<file path="config.mk">
export PLATFORM = sky130hd
export DESIGN_NAME = dac_parallel_input_latch
export DESIGN_NICKNAME = d
export VERILOG_FILES = /design/src/design/dac_latch_pkg.sv /design/src/design/sample_stream_if.sv /design/src/design/sample_fifo.sv /design/src/design/dac_parallel_input_latch.sv
export SDC_FILE = /design/constraint.sdc
export NUM_CORES = 1
export LEC_CHECK = 0
export BUFFER_PORTS_ARGS = -buffer_cell sky130_fd_sc_hd__buf_2
export CAP_MARGIN = 20
export CORE_MARGIN = 1
export CORE_UTILIZATION = 45
export DETAILED_ROUTE_END_ITERATION = 8
export PLACE_DENSITY = 0.72
export RECOVER_POWER = 50
export SYNTH_ARGS = -nofsm -noshare
export SYNTH_HDL_FRONTEND = slang
export SYNTH_SLANG_ARGS = --single-unit
</file>
<file path="constraint.sdc">
create_clock -name core_clk -period 3.2 [get_ports core_clk]
set_input_delay 0.48 -clock core_clk [delete_from_list [all_inputs] [get_ports core_clk]]
set_output_delay 0.48 -clock core_clk [all_outputs]
set_load 0.02 [all_outputs]
</file>
<file path="src/design/dac_latch_pkg.sv">
// constants and types for the parallel-input converter latch
package dac_latch_pkg;
  localparam int DATA_W = 10;
  localparam int FIFO_DEPTH = 8;
  localparam logic [9:0] CODE_MAX = 10'h3FF;
  localparam logic [10:0] FULL_SCALE = 11'h400;
  localparam int CLK_PERIOD_NS = 40;
  localparam int SLEEP_DOWN_NS = 50;
  localparam int WAKE_UP_NS = 5000;
  // longest time rounds down, never below one cycle
  localparam int SLEEP_DOWN_CYC = (SLEEP_DOWN_NS / CLK_PERIOD_NS) < 1 ? 1 :
    (SLEEP_DOWN_NS / CLK_PERIOD_NS);
  // least time rounds up
  localparam int WAKE_UP_CYC = (WAKE_UP_NS + CLK_PERIOD_NS - 1) / CLK_PERIOD_NS;
  localparam logic [7:0] WAKE_UP_CYC8 = 8'(WAKE_UP_CYC);
  localparam logic [9:0] CODE_RST = 10'h000;
  typedef enum logic [2:0] {
    PWR_ON = 3'h1,
    PWR_SLEEP = 3'h2,
    PWR_WAKE = 3'h4
  } pwr_state_t;
endpackage

</file>
<file path="src/design/sample_stream_if.sv">
// valid/ready word carrier between the latch and its fifo
`timescale 1ns/1ns
`default_nettype none
interface sample_stream_if #(parameter int W = 10);
  logic valid;
  logic ready;
  logic [W-1:0] data;
  modport src (output valid, output data, input ready);
  modport snk (input valid, input data, output ready);
endinterface
`default_nettype wire

</file>
<file path="src/design/sample_fifo.sv">
// parameterised sample fifo with valid/ready on both sides
`timescale 1ns/1ns
`default_nettype none
module sample_fifo #(
  parameter int W = 10,
  parameter int DEPTH = 8
) (
  // clock and reset
  input wire logic clk,
  input wire logic rst_n,
  // fill side
  sample_stream_if.snk wr,
  // drain side
  sample_stream_if.src rd
);
  localparam int AW = $clog2(DEPTH);
  logic [W-1:0] mem [DEPTH];
  logic [AW-1:0] wp_q;
  logic [AW-1:0] rp_q;
  logic [AW:0] cnt_q;
  logic push;
  logic pop;

  assign wr.ready = (cnt_q != (AW+1)'(DEPTH));
  assign rd.valid = (cnt_q != '0);
  assign rd.data = mem[rp_q];
  assign push = wr.valid && wr.ready;
  assign pop = rd.valid && rd.ready;

  always_ff @(posedge clk)
  begin
    if (push)
    begin
      mem[wp_q] <= wr.data;
    end
  end

  always_ff @(posedge clk or negedge rst_n)
  begin
    if (!rst_n)
    begin
      wp_q <= '0;
      rp_q <= '0;
      cnt_q <= '0;
    end
    else
    begin
      if (push)
      begin
        wp_q <= wp_q + 1'b1;
      end
      if (pop)
      begin
        rp_q <= rp_q + 1'b1;
      end
      cnt_q <= cnt_q + (AW+1)'(push) - (AW+1)'(pop);
    end
  end

  property p_no_overflow;
    @(posedge clk) disable iff (!rst_n)
    (cnt_q == (AW+1)'(DEPTH)) |-> !wr.ready && (wp_q == rp_q);
  endproperty
  a_no_overflow: assert property (p_no_overflow)
    else $error("fifo written while full");
endmodule
`default_nettype wire

</file>
<file path="src/design/dac_parallel_input_latch.sv">
// converter front end: word latch, sample fifo, sleep control and output split
// Notes on behaviour
// - one clock input plus a ten-line parallel sample word
// - word is unsigned binary, highest line msb, line zero lsb
// - all ones puts full scale on primary; complementary carries remainder
// - word captured and output updated on rising clock edges only
// - runs to the top sample rate; clock source keeps pulse width
// - sleep high powers down: output current off, supply lowered
// - sleep input pulled low so an open pin leaves device running
// - power-down within 50 ns (here outputs go off two to three clocks after sleep rises), resume about 5 us after release
// - primary is code/1024, complementary (1023-code)/1024 of full scale
`timescale 1ns/1ns
`default_nettype none
module dac_parallel_input_latch
  import dac_latch_pkg::*;
(
  // clock and reset
  input wire logic core_clk,
  input wire logic nrst,
  // sample source
  input wire logic [DATA_W-1:0] sample_word,
  input wire logic sample_valid,
  output logic sample_ready,
  // power control, pin is pulled low outside
  input wire logic sleep,
  // converted outputs, in 1/1024 of full scale, then enable and supply flags
  output logic [DATA_W-1:0] primary_current_output,
  output logic [DATA_W-1:0] complementary_current_output,
  output logic output_enabled,
  output logic supply_reduced
);
  logic rst_s1_q;
  logic rst_n;
  logic sleep_s1_q;
  logic sleep_s2_q;
  logic [DATA_W-1:0] word_s1_q;
  logic [DATA_W-1:0] word_s2_q;
  logic valid_s1_q;
  logic valid_s2_q;
  logic [DATA_W-1:0] code_q;
  pwr_state_t pwr_q;
  pwr_state_t pwr_d;
  logic [7:0] wake_cnt_q;
  logic converting;

  sample_stream_if #(.W(DATA_W)) fill ();
  sample_stream_if #(.W(DATA_W)) drain ();

  // reset release through two flops
  always_ff @(posedge core_clk or negedge nrst)
  begin
    if (!nrst)
    begin
      rst_s1_q <= 1'b0;
      rst_n <= 1'b0;
    end
    else
    begin
      rst_s1_q <= 1'b1;
      rst_n <= rst_s1_q;
    end
  end

  // pin inputs pass two flops; the first stage feeds nothing else
  always_ff @(posedge core_clk or negedge rst_n)
  begin
    if (!rst_n)
    begin
      sleep_s1_q <= 1'b0;
      sleep_s2_q <= 1'b0;
      word_s1_q <= CODE_RST;
      word_s2_q <= CODE_RST;
      valid_s1_q <= 1'b0;
      valid_s2_q <= 1'b0;
    end
    else
    begin
      sleep_s1_q <= sleep;
      sleep_s2_q <= sleep_s1_q;
      word_s1_q <= sample_word;
      word_s2_q <= word_s1_q;
      valid_s1_q <= sample_valid;
      valid_s2_q <= valid_s1_q;
    end
  end

  // ready is a level; a full fifo back-pressures the source
  assign sample_ready = fill.ready;
  assign fill.valid = valid_s2_q;
  assign fill.data = word_s2_q;

  sample_fifo #(.W(DATA_W), .DEPTH(FIFO_DEPTH)) u_fifo (
    .clk(core_clk),
    .rst_n(rst_n),
    .wr(fill),
    .rd(drain)
  );

  // drain only while converting, so the fifo really fills in sleep
  assign converting = (pwr_q == PWR_ON);
  assign drain.ready = converting;

  always_comb
  begin
    pwr_d = pwr_q;
    case (pwr_q)
      PWR_ON:
      begin
        if (sleep_s2_q)
        begin
          pwr_d = PWR_SLEEP;
        end
      end
      PWR_SLEEP:
      begin
        if (!sleep_s2_q)
        begin
          pwr_d = PWR_WAKE;
        end
      end
      PWR_WAKE:
      begin
        if (sleep_s2_q)
        begin
          pwr_d = PWR_SLEEP;
        end
        else if (wake_cnt_q == 8'h00)
        begin
          pwr_d = PWR_ON;
        end
      end
      default:
      begin
        pwr_d = PWR_ON;
      end
    endcase
  end

  always_ff @(posedge core_clk or negedge rst_n)
  begin
    if (!rst_n)
    begin
      pwr_q <= PWR_ON;
    end
    else
    begin
      pwr_q <= pwr_d;
    end
  end

  // wake timer loads on the way into the wake state
  always_ff @(posedge core_clk or negedge rst_n)
  begin
    if (!rst_n)
    begin
      wake_cnt_q <= 8'h00;
    end
    else if (pwr_q != PWR_WAKE)
    begin
      wake_cnt_q <= WAKE_UP_CYC8 - 8'h01;
    end
    else if (wake_cnt_q != 8'h00)
    begin
      wake_cnt_q <= wake_cnt_q - 8'h01;
    end
  end

  // master/slave capture on rising edges only
  always_ff @(posedge core_clk or negedge rst_n)
  begin
    if (!rst_n)
    begin
      code_q <= CODE_RST;
    end
    else if (drain.valid && drain.ready)
    begin
      code_q <= drain.data;
    end
  end

  // outputs from flops; sleep forces both currents off
  always_ff @(posedge core_clk or negedge rst_n)
  begin
    if (!rst_n)
    begin
      primary_current_output <= '0;
      complementary_current_output <= '0;
      output_enabled <= 1'b0;
      supply_reduced <= 1'b0;
    end
    else
    begin
      // enable follows the same next state as the currents, so the pair never splits
      output_enabled <= (pwr_d == PWR_ON);
      supply_reduced <= (pwr_d != PWR_ON);
      if (pwr_d != PWR_ON)
      begin
        primary_current_output <= '0;
        complementary_current_output <= '0;
      end
      else
      begin
        primary_current_output <= code_q;
        complementary_current_output <= CODE_MAX - code_q;
      end
    end
  end

  property p_sum_full;
    @(posedge core_clk) disable iff (!rst_n)
    output_enabled && $past(output_enabled) |->
      (11'(primary_current_output) + 11'(complementary_current_output)
       == FULL_SCALE - 11'h001);
  endproperty
  a_sum_full: assert property (p_sum_full)
    else $error("outputs do not share full scale");

  property p_sleep_off;
    @(posedge core_clk) disable iff (!rst_n)
    $rose(sleep_s2_q) |=> ##[0:1] (primary_current_output == '0 && supply_reduced);
  endproperty
  a_sleep_off: assert property (p_sleep_off)
    else $error("power-down too slow");

  property p_wake_wait;
    @(posedge core_clk) disable iff (!rst_n)
    $fell(sleep_s2_q) |=> !converting [*8];
  endproperty
  a_wake_wait: assert property (p_wake_wait)
    else $error("resumed before wake interval");

  property p_wake_done;
    @(posedge core_clk) disable iff (!rst_n)
    (pwr_q == PWR_WAKE && wake_cnt_q == 8'h00 && !sleep_s2_q) |=> converting;
  endproperty
  a_wake_done: assert property (p_wake_done)
    else $error("wake did not complete");

  property p_sleep_holds;
    @(posedge core_clk) disable iff (!rst_n)
    sleep_s2_q |=> !converting;
  endproperty
  a_sleep_holds: assert property (p_sleep_holds)
    else $error("converting while asleep");

  property p_capture;
    @(posedge core_clk) disable iff (!rst_n)
    (drain.valid && drain.ready) |=> (code_q == $past(drain.data));
  endproperty
  a_capture: assert property (p_capture)
    else $error("sample not latched");

  property p_hold;
    @(posedge core_clk) disable iff (!rst_n)
    !(drain.valid && drain.ready) |=> $stable(code_q);
  endproperty
  a_hold: assert property (p_hold)
    else $error("code changed without a sample");

  property p_primary;
    @(posedge core_clk) disable iff (!rst_n)
    converting && (pwr_d == PWR_ON) |=> primary_current_output == $past(code_q);
  endproperty
  a_primary: assert property (p_primary)
    else $error("primary output wrong");

  property p_ready_full;
    @(posedge core_clk) disable iff (!rst_n)
    !converting [*8] |-> ##[0:20] !sample_ready || !valid_s2_q;
  endproperty
  a_ready_full: assert property (p_ready_full)
    else $error("fifo did not back-pressure");
endmodule
`default_nettype wire

</file>
Yosys cells after proc, flatten, opt, wreduce, memory -nomap -nowiden
Memories as Yosys holds them, arrays and structs flattened. A register that Yosys moved wholly into a read port is not among the register bits.
Cells that the tools add are included.

operators by class
  add/sub/neg operators = 6
  equal/unequal tests = 7
  mux-type cells = 11
  reduce and logical (&&, ||, !) cells = 7

operators with widths
  kind                    count
  $mux 10                 2
  $mux 8                  2
  $mux 3                  4
  $sub 10x10->10 const A  1
  $pmux 3 s3              1
  $logic_not 8->1         1
  $reduce_bool 8->1       1
  $sub 8x1->8 const B     1
  $add 3x1->3 const B     2
  $eq 3x1->1 const B      2
  $add 4x1->4             1
  $ne 4x4->1 const B      1
  $reduce_bool 4->1       1
  $sub 4x1->4             1
  $eq 3x2->1 const B      1
  $eq 3x3->1 const B      1
  $ne 3x1->1 const B      1
  $ne 3x3->1 const B      1
  $logic_and 1x1->1       2
  $mux 1                  2
  $reduce_bool 2->1       1
  $logic_not 1->1         1

word-level totals
  register bits after elaboration = 69
  memory bits (writable) = 80
  memories kept = 1

memories
  memory      depth  bits a word  rd ports  clocked after memory_dff  wr ports  RTL line           RTL
  u_fifo.mem  8      10           1         1                         1         sample_fifo.sv:17  logic [W-1:0] mem [DEPTH];

Depth between registers and ports, before layout
  depth in word-level cells = 6
  depth in mapped cells = 10

Modules after synthesis
A second synthesis with hierarchy kept.

unflattened totals
  cell total of the unflattened synthesis = 329
  area total of the unflattened synthesis = 5998.3 um^2

modules (own cells, without submodules)
  module                    times used  cells each  area each (um^2)  seq. area each (um^2)
  sample_fifo               1           170         3651.0            2652.5
  dac_parallel_input_latch  1           159         2347.3            1727.9

Least setup slack after synthesis
No wires, ideal clock.

  kind = reg2reg
  start point = reg pwr_q[0]
  end point = reg u_fifo.cnt_q[2]
  library setup time = 123 ps
  data arrival time = 2207 ps
  required time = 3077 ps
  setup slack = 870 ps
  stages on the path, launching flop included = 10
  buffers on the path = 1
  clock period less this slack = 2330 ps
  path through = dfstp_2 -> nor3b_1 -> a21boi_2 -> buf_2 -> ha_1 -> inv_1 -> ha_1 -> inv_1 -> fa_1 -> xnor2_1

on the way
  word-level cells in the longest chain between the ends = 3

ends and longest elaborated chain
  item                    RTL line                         RTL
  from (decl)             dac_parallel_input_latch.sv:41   pwr_state_t pwr_q;
  from (signal assigned)  dac_parallel_input_latch.sv:147  pwr_q <= pwr_d;
  $eq 3x1->1              dac_parallel_input_latch.sv:100  assign converting = (pwr_q == PWR_ON);
  $logic_and 1x1->1       sample_fifo.sv:28                assign pop = rd.valid && rd.ready;
  named net u_fifo.pop    sample_fifo.sv:22                logic pop;
  $sub 4x1->4             sample_fifo.sv:56                cnt_q <= cnt_q + (AW+1)'(push) - (AW+1)'(pop);
  to (signal assigned)    sample_fifo.sv:56
  to (decl)               sample_fifo.sv:20                logic [AW:0] cnt_q;

The timed path passes the listed nets, and every way through them passes these cells.
A chain may end at the register's enable or synchronous reset.

Worst setup path in the final report
  start point = reg u_fifo.cnt_q[2]
  end point = mem u_fifo.mem[5][4] (enable)

on the way
  word-level cells in the longest chain between the ends = 4

ends and longest elaborated chain
  item                          RTL line           RTL
  $ne 4x4->1                    sample_fifo.sv:24  assign wr.ready = (cnt_q != (AW+1)'(DEPTH));
  $logic_and 1x1->1             sample_fifo.sv:27  assign push = wr.valid && wr.ready;
  $mux 1                        sample_fifo.sv:32  if (push)
  $mux 1 (not written as such)  sample_fifo.sv:34  mem[wp_q] <= wr.data;
  to (decl)                     sample_fifo.sv:17

Every way passes these cells.

==> results by group <==
Routing
  – Total routed wirelength: 9660 um
  – WL met3: 419 um
  – M1 WL: 4580 um
  – Vias per cell: 4.84
  – Post-route antenna net violation count: 0
  – Drt first-iter violations: 198
  – First-pass DRT Iterations: 4
  – DRC viols: 0
  – DR vias: 2981
  – WL/cell: 15.7 um
  – WL met2: 4460 um
  – Top Metal Used: met4

Place
  – Dpl hpwl: 6320 um
  – Port Buffers: 36
  – Routability cong.: 0.774

Yosys
  – Synth Warn #: 0
  – Top FF cell, synth: edfxtp_1
  – #FFs+latches synth: 159
  – XOR/XNOR Fraction of Synth Area: 1.46%
  – Asr flop ratio synth: 49.7%
  – Post-synthesis adder-cell area fraction: 2.22%
  – Syn Area/Cell: 15.6 um2
  – Seq/Total Area, Yosys: 73.2%
  – EDFF count, synth: 80
  – Main combinational cell family by area after synthesis: simple AND/OR/NAND/NOR gates
  – Synth Area in Simple Gates: 7.95%
  – Cell Area, Synth: 5980 um2
  – Post-Synthesis Cells: 383
  – Mapped Nets: 407
  – Netlist cell types: 46
  – Synth Area in Compound Gates: 4.83%
  – Mux cell area share after synthesis: 7.30%

STA
  – Final Slew Violations: 78
  – Rel. slew slack: -5.45%
  – Tcrit/Tclk final: 72.2%
  – Final Hold Fails: 0
  – Final setup TNS: 0 ns
  – Finish-stage setup viols: 0
  – RSZ-0062 raised after global routing: no
  – Fin crit period: 2.31 ns
  – Worst Tran Pin Value: 1.58 ns
  – Fmax: 433 MHz
  – Clock Skew: 0.0130 ns

Power
  – VDD IR max: 451 uV
  – Cell area power density: 957 nW/um2
  – P_leak: 2.82 nW

Critical path
  – Setup crit end kind: flop
  – CP arrival: 2.36 ns
  – Crit-path max FO: 10
  – CP Launch Type: flop
  – Setup CP Type: flop to flop
  – Worst Path Required: 3.25 ns

Clock tree
  – H-tree depth: 4
  – CTS clk-pin slew, worst paths: 0.06 ns
  – Setup bufs post-CTS: 0
  – Root Driver: clkbuf_16
  – Worst skew pair latency: 0.43 ns
  – Num CTS Buffers: 17
  – Longest Clk Path Bufs: 2
  – Clk sinks: 159
  – CTS tree: done

GRT
  – First-pass GRT wire length: 15800 um
  – Total track usage: 16.4%
  – Global route total overflow: 0
  – Pin count of the biggest net entering global routing: 78
  – Initial antenna violation count: 0
  – Vias in the first global route: 3006

Run status
  – Violated checks: capacitance limit, slew limit
  – Status: complete, but fails checks

Cells and area
  – Proportion of layout cells with a drive suffix above 1: 23.0%
  – Layout Nets: 455
  – Area growth syn-to-layout: 15.6%
  – Final core utilization: 54.1%
  – Commonest cells after routing, fill and taps aside: 80 x edfxtp_1, 76 x dfrtp_1, 41 x mux2i_1
  – Most common cell after layout, fill and taps aside: edfxtp_1
  – Antenna cells: 0

Floorplan
  – Row cnt: 41
  – Die area: 13800 um2
  – Core area: 12800 um2
  – Die Y-Extent: 117 um
  – Die Width: 117 um
  – IO Pins: 37
  – Initial Util: 46.8%

Job
  – Maxcap violations: 1

Hold path
  – Hold WC Path Type: primary input to flop
==> registers in the layout, indices dropped and copies added, names as in the netlist, 3 cells and up <==
register	flops
u_fifo.cnt_q	4
complementary_current_output	10
wake_cnt_q	8
primary_current_output	10
u_fifo.wp_q	3
u_fifo.mem	80
word_s1_q	10
fill.data	10
u_fifo.rp_q	3
code_q	10
pwr_q	3
==> worst paths after layout <==
check / start / endpoint / slack (ns) / cells after the start
min in group asynchronous: nrst / rst_s1_q / 0.36 / 2
worst max register to register: u_fifo.cnt_q[2] / u_fifo.mem[5][4] / 0.89 / 6
max in group asynchronous: rst_n / u_fifo.rp_q[0] / 1.45 / 0
worst min register to register: rst_s1_q / rst_n / 0.35 / 0
worst min-delay path: sample_word[3] / word_s1_q[3] / 0.15 / 1
worst max-delay path: u_fifo.cnt_q[2] / u_fifo.mem[5][4] / 0.89 / 6
==> synth_stat cells (5+ instances only) <==
library cell   n  area share (%)
a22oi_1       20             2.5
buf_2          6            0.50
dfrtp_1       78              33
edfxtp_1      80              40
ha_1           9             1.9
inv_1         25             1.6
mux2i_1       41             6.9
nand2_1        8            0.50
nand2b_1       5            0.52
nand3_1       14             1.2
nor2_1        17             1.1
nor2_2        15             1.6
o21ai_0       11            0.92
xnor2_1        6            0.88
==> stage by stage <==
| stage | setup slack (ns) | total power [mW] | cells | instance area (um2) | hold WS [ns] |
|---|---|---|---|---|---|
| floorplan | 0.839 | 4.31 | 383 | 5980 | 0.184 |
| global placement | 1.01 | 4.70 | 583 | 6340 | 0.264 |
| detailed placement | 0.920 | 4.77 | 583 | 6340 | 0.269 |
| CTS | 0.896 | 6.69 | 616 | 6920 | 0.139 |
| global route | 0.746 | 7.05 | 616 | 6920 | 0.140 |
| finish | 0.891 | 6.62 | 616 | 6920 | 0.153 |
==> cell type report <==
cell class,count,area [um2]
Inverter,25,93.8
Timing Repair Buffer,42,226
Multi-Input combinational cell,186,1430
Tap cell,172,215
Clock inverter,14,133
Clock buffer,18,439
Sequential cell,159,4380
Fill cell,1036,5860
==> kinds of logic after synthesis <==
kind of cell / Yosys count
other cells: 1
xor+xnor: 10
flops: 159
buf+inv: 38
fa+ha+maj: 10
compound gates: 42
mux: 43
simple gates: 80
==> layer usage <==
| metal | vias to the layer above | track usage [%] |
|---|---|---|
| li1 | 1459 | - |
| met1 | 1425 | 22.1 |
| met2 | 79 | 24.0 |
| met3 | 18 | 4.89 |
| met4 | 0 | 8.78 |
| met5 | - | 0 |
==> worst max-delay path, stage by stage, from the launching register on <==
cell	delay, ns
dfrtp_1	0.33
inv_1	0.07
ha_1	0.19
or3b_1	0.18
and2_1	0.31
nand2_1	0.18
nor2_1	0.67
==> power breakdown <==
group / leakage (nW) / switching (mW) / internal, mW / total (mW)
logic: 0.891 / 1.07 / 0.728 / 1.79
registers: 1.66 / 0.296 / 2.63 / 2.92
clock network: 0.274 / 0.801 / 1.10 / 1.90
==> timing repair <==
action                    4_1_cts  5_1_grt
gates resized for setup         0        0
hold buffers                    1        0
hold endpoints to repair        2        0
No activity file was read; power rests on OpenSTA's default activity.
